**src/logic/chimd_cfg.svh**
```systemverilog
// Offsets, field positions and reset values of the card host register bank
`ifndef CHIMD_CFG_SVH
`define CHIMD_CFG_SVH

// ****************************************************************
// Register byte addresses
// ****************************************************************
`define CHIMD_ADDR_IRQ_ENABLE 32'h40000044
`define CHIMD_ADDR_IRQ_DISABLE 32'h40000048
`define CHIMD_ADDR_IRQ_VIEW 32'h4000004c
`define CHIMD_ADDR_DMA_SETUP 32'h40000050
`define CHIMD_ADDR_WRITE_PROT 32'h40000058
`define CHIMD_ADDR_EVT_STATUS 32'h40000060
`define CHIMD_ADDR_EVT_CLEAR 32'h40000064

// ****************************************************************
// Field layout
// ****************************************************************
`define CHIMD_IRQ_VALID 32'hffff333f
`define CHIMD_IRQ_UNDERRUN_BIT 31
`define CHIMD_IRQ_CMD_DONE_BIT 0
`define CHIMD_DMA_VALID 32'h00001113
`define CHIMD_DMA_SKIP_LSB 0
`define CHIMD_DMA_SKIP_MSB 1
`define CHIMD_DMA_CHUNK_BIT 4
`define CHIMD_DMA_HS_BIT 8
`define CHIMD_DMA_PAD_BIT 12
`define CHIMD_WP_BIT 0

// ****************************************************************
// Reset values and counts
// ****************************************************************
`define CHIMD_MASK_RST 32'h00000000
`define CHIMD_STATUS_RST 32'h00000000
`define CHIMD_DMA_RST 32'h00000000
`define CHIMD_WP_RST 1'h0
`define CHIMD_CHUNK_ONE 3'h1
`define CHIMD_CHUNK_FOUR 3'h4

`endif

```
**src/logic/chimd_pkg.sv**
```systemverilog
// Types shared by the card host register bank
`default_nettype none

package chimd_pkg;

  // ****************************************************************
  // Bus request and register contents
  // ****************************************************************
  typedef struct packed {
    logic cyc;
    logic stb;
    logic we;
    logic [31:0] adr;
    logic [3:0] sel;
    logic [31:0] dat;
  } chimd_wbreq_s;

  typedef struct packed {
    logic readPadding;
    logic handshakeOn;
    logic chunkFour;
    logic [1:0] byteSkip;
  } chimd_dmacfg_s;

  typedef struct packed {
    logic [16:0] bytes;
    logic twoDescriptors;
  } chimd_xfer_s;

  typedef struct packed {
    logic [31:0] mask;
    logic [31:0] status;
    logic irq;
  } chimd_irq_s;

  typedef struct packed {
    logic ack;
    logic [31:0] dat;
    logic wpOn;
    chimd_dmacfg_s cfg;
    chimd_xfer_s xfer;
    logic chunkReq;
  } chimd_top_s;

  // Byte lanes of a write, widened to a bit mask
  function automatic logic [31:0] chimd_lane_mask(input logic [3:0] sel);
    chimd_lane_mask = {{8{sel[3]}}, {8{sel[2]}}, {8{sel[1]}}, {8{sel[0]}}};
  endfunction

endpackage

`default_nettype wire

```
**src/logic/chimd_irq_bank.sv**
```systemverilog
// Interrupt enable view, sticky event status and interrupt line
`include "chimd_cfg.svh"
`timescale 1ns/1ps
`default_nettype none

module chimd_irq_bank (
  // Clock and reset
  input wire logic clk,
  input wire logic rst_n,
  // Write strobes, data already gated by byte lanes
  input wire logic setEn,
  input wire logic clrEn,
  input wire logic statusClr,
  input wire logic [31:0] wrBits,
  // Event sources
  input wire logic [31:0] events,
  // Register views and interrupt
  output logic [31:0] maskView,
  output logic [31:0] statusView,
  output logic irq
);

  chimd_pkg::chimd_irq_s s_r;
  chimd_pkg::chimd_irq_s s_nxt;

  // ****************************************************************
  // Next state
  // ****************************************************************
  always_comb begin
    s_nxt = s_r;
    if (setEn) begin
      s_nxt.mask = s_r.mask | wrBits;
    end
    if (clrEn) begin
      s_nxt.mask = s_r.mask & ~wrBits;
    end
    s_nxt.mask = s_nxt.mask & `CHIMD_IRQ_VALID;
    // Set wins over clear so a same-cycle event is kept
    s_nxt.status = statusClr ? (s_r.status & ~wrBits) : s_r.status;
    s_nxt.status = (s_nxt.status | events) & `CHIMD_IRQ_VALID;
    s_nxt.irq = |(s_nxt.status & s_nxt.mask);
  end

  always_ff @(posedge clk) begin
    if (!rst_n) begin
      s_r.mask <= `CHIMD_MASK_RST;
      s_r.status <= `CHIMD_STATUS_RST;
      s_r.irq <= 1'h0;
    end else begin
      s_r <= s_nxt;
    end
  end

  assign maskView = s_r.mask;
  assign statusView = s_r.status;
  assign irq = s_r.irq;
endmodule // chimd_irq_bank

`default_nettype wire

```
**src/logic/chimd_xfer_len.sv**
```systemverilog
// Byte count and descriptor need of one card-to-memory block
`timescale 1ns/1ps
`default_nettype none

module chimd_xfer_len (
  // Block geometry
  input wire logic [15:0] blockLength,
  input wire logic readPadding,
  // Result
  output chimd_pkg::chimd_xfer_s xfer
);

  logic [16:0] rounded;

  always_comb begin
    rounded = {1'b0, blockLength} + 17'h00003;
    xfer.bytes = {1'b0, blockLength};
    xfer.twoDescriptors = 1'h0;
    if (readPadding) begin
      // Padding spares software a second descriptor
      xfer.bytes = {rounded[16:2], 2'h0};
    end else begin
      xfer.twoDescriptors = |blockLength[1:0];
    end
  end

endmodule // chimd_xfer_len

`default_nettype wire

```
**src/logic/chimd_top.sv**
```systemverilog
// Card host interrupt mask and DMA setup register bank on classic Wishbone
//
// Function
// Disable write one clears matching enable
// Mask read shows enabled sources, ignores writes
// Shared layout, reserved bits 6,7,10,11,14,15
// DMA setup writable only without write protect
// Bits 1:0 give first-word byte skip
// Bit 4 chunk: one or four items
// Bit 8 turns handshake interface on
// Software disables handshake during processor transfers
// No padding moves exact block length
// Padding bit 12 rounds length up
// Enable write one sets matching enable
// Interrupt while flagged and enabled; reset clears
// Reserved bits read zero, writes ignored
`include "chimd_cfg.svh"
`timescale 1ns/1ps
`default_nettype none

module chimd_top (
  // Clock and reset
  input wire logic clk,
  input wire logic rst_n,
  // Wishbone slave
  input wire logic wb_cyc_i,
  input wire logic wb_stb_i,
  input wire logic wb_we_i,
  input wire logic [31:0] wb_adr_i,
  input wire logic [3:0] wb_sel_i,
  input wire logic [31:0] wb_dat_i,
  output logic wb_ack_o,
  output logic [31:0] wb_dat_o,
  // Interrupt sources and line
  input wire logic [31:0] irqEvents,
  output logic irq,
  // Card and DMA side
  input wire logic [15:0] blockLength,
  input wire logic [2:0] dataAvail,
  output logic [1:0] dmaByteSkip,
  output logic dmaChunkFour,
  output logic dmaHandshakeOn,
  output logic dmaReadPadding,
  output logic [16:0] dmaXferBytes,
  output logic dmaTwoDescriptors,
  output logic dmaChunkReq
);

  chimd_pkg::chimd_wbreq_s req;
  chimd_pkg::chimd_top_s s_r;
  chimd_pkg::chimd_top_s s_nxt;
  chimd_pkg::chimd_xfer_s xferCalc;
  logic take;
  logic takeWr;
  logic [31:0] lanes;
  logic [31:0] wrBits;
  logic wrEnable;
  logic wrDisable;
  logic wrStatusClr;
  logic wrDma;
  logic [31:0] maskView;
  logic [31:0] statusView;
  logic [31:0] dmaWord;
  logic [31:0] dmaNew;
  logic [2:0] chunkNeed;
  chimd_pkg::chimd_dmacfg_s cfgNxt;

  // ****************************************************************
  // Bus decode
  // ****************************************************************
  assign req = '{cyc: wb_cyc_i, stb: wb_stb_i, we: wb_we_i, adr: wb_adr_i,
                 sel: wb_sel_i, dat: wb_dat_i};
  // Ack drops after one cycle, so a held request is taken once
  assign take = req.cyc && req.stb && !s_r.ack;
  assign takeWr = take && req.we;
  assign lanes = chimd_pkg::chimd_lane_mask(req.sel);
  // Lanes left out count as zero, which leaves set/clear bits alone
  assign wrBits = req.dat & lanes;
  assign wrEnable = takeWr && (req.adr == `CHIMD_ADDR_IRQ_ENABLE);
  assign wrDisable = takeWr && (req.adr == `CHIMD_ADDR_IRQ_DISABLE);
  assign wrStatusClr = takeWr && (req.adr == `CHIMD_ADDR_EVT_CLEAR);
  assign wrDma = takeWr && (req.adr == `CHIMD_ADDR_DMA_SETUP) && !s_r.wpOn;

  // ****************************************************************
  // Interrupt bank and length calculation
  // ****************************************************************
  chimd_irq_bank u_irq (
    .clk(clk),
    .rst_n(rst_n),
    .setEn(wrEnable),
    .clrEn(wrDisable),
    .statusClr(wrStatusClr),
    .wrBits(wrBits),
    .events(irqEvents),
    .maskView(maskView),
    .statusView(statusView),
    .irq(irq)
  );

  chimd_xfer_len u_len (
    .blockLength(blockLength),
    .readPadding(cfgNxt.readPadding),
    .xfer(xferCalc)
  );

  // ****************************************************************
  // Register image
  // ****************************************************************
  always_comb begin
    dmaWord = 32'h00000000;
    dmaWord[`CHIMD_DMA_SKIP_MSB:`CHIMD_DMA_SKIP_LSB] = s_r.cfg.byteSkip;
    dmaWord[`CHIMD_DMA_CHUNK_BIT] = s_r.cfg.chunkFour;
    dmaWord[`CHIMD_DMA_HS_BIT] = s_r.cfg.handshakeOn;
    dmaWord[`CHIMD_DMA_PAD_BIT] = s_r.cfg.readPadding;
    dmaNew = ((dmaWord & ~lanes) | wrBits) & `CHIMD_DMA_VALID;
    // Kept apart from the state copy so length and request logic form no loop
    cfgNxt = s_r.cfg;
    if (wrDma) begin
      cfgNxt.byteSkip = dmaNew[`CHIMD_DMA_SKIP_MSB:`CHIMD_DMA_SKIP_LSB];
      cfgNxt.chunkFour = dmaNew[`CHIMD_DMA_CHUNK_BIT];
      cfgNxt.handshakeOn = dmaNew[`CHIMD_DMA_HS_BIT];
      cfgNxt.readPadding = dmaNew[`CHIMD_DMA_PAD_BIT];
    end
  end

  // ****************************************************************
  // Next state
  // ****************************************************************
  always_comb begin
    s_nxt = s_r;
    s_nxt.ack = take;
    s_nxt.dat = 32'h00000000;
    if (take && !req.we) begin
      case (req.adr)
        `CHIMD_ADDR_IRQ_VIEW: s_nxt.dat = maskView;
        `CHIMD_ADDR_DMA_SETUP: s_nxt.dat = dmaWord;
        `CHIMD_ADDR_WRITE_PROT: s_nxt.dat = {31'h00000000, s_r.wpOn};
        `CHIMD_ADDR_EVT_STATUS: s_nxt.dat = statusView;
        default: s_nxt.dat = 32'h00000000;
      endcase
    end
    if (takeWr && (req.adr == `CHIMD_ADDR_WRITE_PROT) && req.sel[0]) begin
      s_nxt.wpOn = req.dat[`CHIMD_WP_BIT];
    end
    s_nxt.cfg = cfgNxt;
    s_nxt.xfer = xferCalc;
    // Request held low with handshake off so processor moves are safe
    s_nxt.chunkReq = cfgNxt.handshakeOn && (dataAvail >= chunkNeed);
  end

  assign chunkNeed = cfgNxt.chunkFour ? `CHIMD_CHUNK_FOUR : `CHIMD_CHUNK_ONE;

  always_ff @(posedge clk) begin
    if (!rst_n) begin
      s_r.ack <= 1'h0;
      s_r.dat <= 32'h00000000;
      s_r.wpOn <= `CHIMD_WP_RST;
      s_r.cfg <= '0;
      s_r.xfer <= '0;
      s_r.chunkReq <= 1'h0;
    end else begin
      s_r <= s_nxt;
    end
  end

  // ****************************************************************
  // Outputs
  // ****************************************************************
  assign wb_ack_o = s_r.ack;
  assign wb_dat_o = s_r.dat;
  assign dmaByteSkip = s_r.cfg.byteSkip;
  assign dmaChunkFour = s_r.cfg.chunkFour;
  assign dmaHandshakeOn = s_r.cfg.handshakeOn;
  assign dmaReadPadding = s_r.cfg.readPadding;
  assign dmaXferBytes = s_r.xfer.bytes;
  assign dmaTwoDescriptors = s_r.xfer.twoDescriptors;
  assign dmaChunkReq = s_r.chunkReq;
endmodule // chimd_top

`default_nettype wire

```
**config.mk**
```make
export PLATFORM = sky130hd
export DESIGN_NAME = chimd_top
export DESIGN_NICKNAME = d
export VERILOG_FILES = /design/src/logic/chimd_pkg.sv /design/src/logic/chimd_irq_bank.sv /design/src/logic/chimd_xfer_len.sv /design/src/logic/chimd_top.sv
export VERILOG_INCLUDE_DIRS = /design/src /design/src/logic
export SDC_FILE = /design/constraint.sdc
export NUM_CORES = 1
export LEC_CHECK = 0
export ABC_AREA = 1
export BUFFER_PORTS_ARGS = -buffer_cell sky130_fd_sc_hd__buf_2
export CORE_MARGIN = 2
export CORE_UTILIZATION = 35
export CTS_CLUSTER_SIZE = 16
export DETAILED_ROUTE_END_ITERATION = 7
export PLACE_DENSITY = 0.54
export SLEW_MARGIN = 20
export SYNTH_ARGS = -nofsm -noshare
export SYNTH_HDL_FRONTEND = slang
export SYNTH_HIERARCHICAL = 1
export SYNTH_SLANG_ARGS = --single-unit
```
**constraint.sdc**
```tcl
create_clock -name clk -period 7.3 [get_ports clk]
set_input_delay 2.19 -clock clk [delete_from_list [all_inputs] [get_ports clk]]
set_output_delay 2.19 -clock clk [all_outputs]
set_load 0.02 [all_outputs]
```
==> results_dict.tcl <==
set metrics [dict create \
    syn2layout_area_growth_pct 13.75 \
    num_rows 49 \
    setup.worst_path.class "in -> reg" \
    clock_skew_ns 0.007542 \
    final_nets 1226 \
    yosysWarnings 6 \
    setup_tns_ns 0 \
    crit_path_start_kind "input pin" \
    postCtsSetupBuffers 0 \
    r2r_end "dmaXferBytes[11]" \
    hold_end "wb_dat_o[28]" \
    layout_common_cells "nand2_1, buf_2, inv_1" \
    final_util_pct 40.29 \
    drt-initial-drc-count 246 \
    grt_pass1_wl_um 24640 \
    first_pass_iters 4 \
    rr_startpoint "wb_ack_o" \
    layout_commonest_cell "nand2_1" \
    worstSetupEndpointType "flip-flop" \
    route.detailed.drc 0 \
    min_period_ns 4.300 \
    cts_tree "done" \
    synth.avg_cell_area_um2 6.316 \
    vias_per_cell 4.157 \
    maxCapViolCount 0 \
    relSlewSlack_pct 32.54 \
    tightestPinTransition_ns 1.010 \
    critPathMaxFanout 26 \
    htree_levels 3 \
    setup_viol 0 \
    ant_nets 0 \
    required_ns 7.49 \
    root_buffer "clkbuf_16" \
    hold_viol_final 0 \
    netlist_area_mm2 0.006297 \
    dp_hpwl_um 10830 \
    grt_max_degree 54 \
    gp_congestion 0.7691 \
    timing.fmax_ghz 0.2326 \
    routed_wirelength_um 15220 \
    ios 182 \
    die_x_um 138.1 \
    min-delay-start "u_irq/maskView[28]" \
    initial_core_util_pct 35.42 \
    cp_cell_sequence "buf_2 > nor2_1 > nand2_1 > nor2_1 > nand2_2 > inv_1 > nand3_1 > nor3_2 > buf_4 > nand2_1 > a21oi_1 > nor2_1 > nor2_1 > nand3_1 > nor2_1 > a21oi_1" \
    grt_usage_pct 16.02 \
    critPathMostFrequentCell "nor2_1" \
    core_mm2 0.01778 \
    rsz0062_at_grt "no" \
    r2r_cells 13 \
    drive_above_1_share_pct 22.44 \
    crit_slowest_cell "buf_4" \
    clk_pin_slew_ns 0.07 \
    via_count 5549 \
    ff2ff_setup_slack_ns 4.90 \
    report.final.slew_viol_count 0 \
    syn_inst 997 \
    ir_drop_mv 0.1052 \
    wire_per_inst_um 11.40 \
    p_leak_nw 3.908 \
    dieArea_mm2 0.01908 \
    antenna_found_initial 1 \
    hold_depth 2 \
    port_buffers 169 \
    die_h_um 138.1 \
    post-route-period-util_pct 58.90 \
    hold_class "reg -> reg" \
    cts_made_buffers 9 \
    cts.sinks 111 \
    grt-ovfl-total 0 \
    clock_latency_ns 0.35 \
    cts.path.max_buffers 2 \
    cts_resized 0 \
    status "completed" \
    ctsHoldBuffers 0 \
    grt_pass1_vias 5081 \
    arrival_ns 4.49 \
    critPathMaxStageDelay_ns 0.37 \
    power_density_mw_per_mm2 181.5 \
    hold_ws_ns 0.4740 \
]
[cell type report]
type	count	area, µm²
flip-flops and latches	111	2222
diodes	1	2.502
multi-input cells	640	2823
clock buffers	12	256.5
repair buffers	173	875.8
well taps	229	286.5
clock inverters	4	77.57
inverters	165	619.3
fillers	1989	10620
[state kept, by name, indices dropped and copies added, names as in the netlist, named ones only]
register,count
dmaChunkReq,1
wb_dat_o,32
dmaHandshakeOn,1
dmaXferBytes,17
u_irq/maskView,26
u_irq/irq,1
dmaReadPadding,1
u_irq/statusView,26
s_r,1
wb_ack_o,1
dmaChunkFour,1
dmaTwoDescriptors,1
[worst max-delay path, delay by kind of cell]
kind / cells / cell delay, ns
buf+inv: 3 / 0.70
simple gates: 11 / 1.30
compound gates: 2 / 0.26
[routing by layer]
layer	GRT usage (%)	share of wire, %
met5	0	0
met1	20.75	47
met3	4.157	6.2
met4	5.693	1.4
met2	25.90	45
[power breakdown]
part,internal [mW],switching [mW],total [mW]
logic,0.0450,0.0688,0.114
registers,0.620,0.00642,0.627
clock network,0.322,0.238,0.559
total,0.987,0.313,1.30
[stage by stage]
| stage | power, mW | cell area, µm² | worst slack [ns] | instances |
|---|---|---|---|---|
| 4_1_cts | 1.319 | 7161 | 3.025 | 1334 |
| 2_1_floorplan | 0.7126 | 6339 | 3.352 | 1008 |
| 3_5_place_dp | 0.7561 | 6827 | 2.650 | 1318 |
| 6_report | 1.300 | 7163 | 3.000 | 1335 |
| 3_3_place_gp | 0.7553 | 6827 | 2.674 | 1318 |
| 5_1_grt | 1.359 | 7161 | 2.737 | 1334 |
[how the worst max path moves through the flow]
stage	cells past startpoint	endpoint	start
6_report	16	u_irq/irq	wb_adr_i[27]
5_1_grt	16	u_irq/irq	wb_adr_i[27]
4_1_cts	16	u_irq/irq	wb_adr_i[27]
3_5_place_dp	16	u_irq/irq	wb_adr_i[27]
3_3_place_gp	16	u_irq/irq	wb_adr_i[27]
2_1_floorplan	14	dmaXferBytes[11]	wb_adr_i[15]
(Power assumes the default switching activity.)
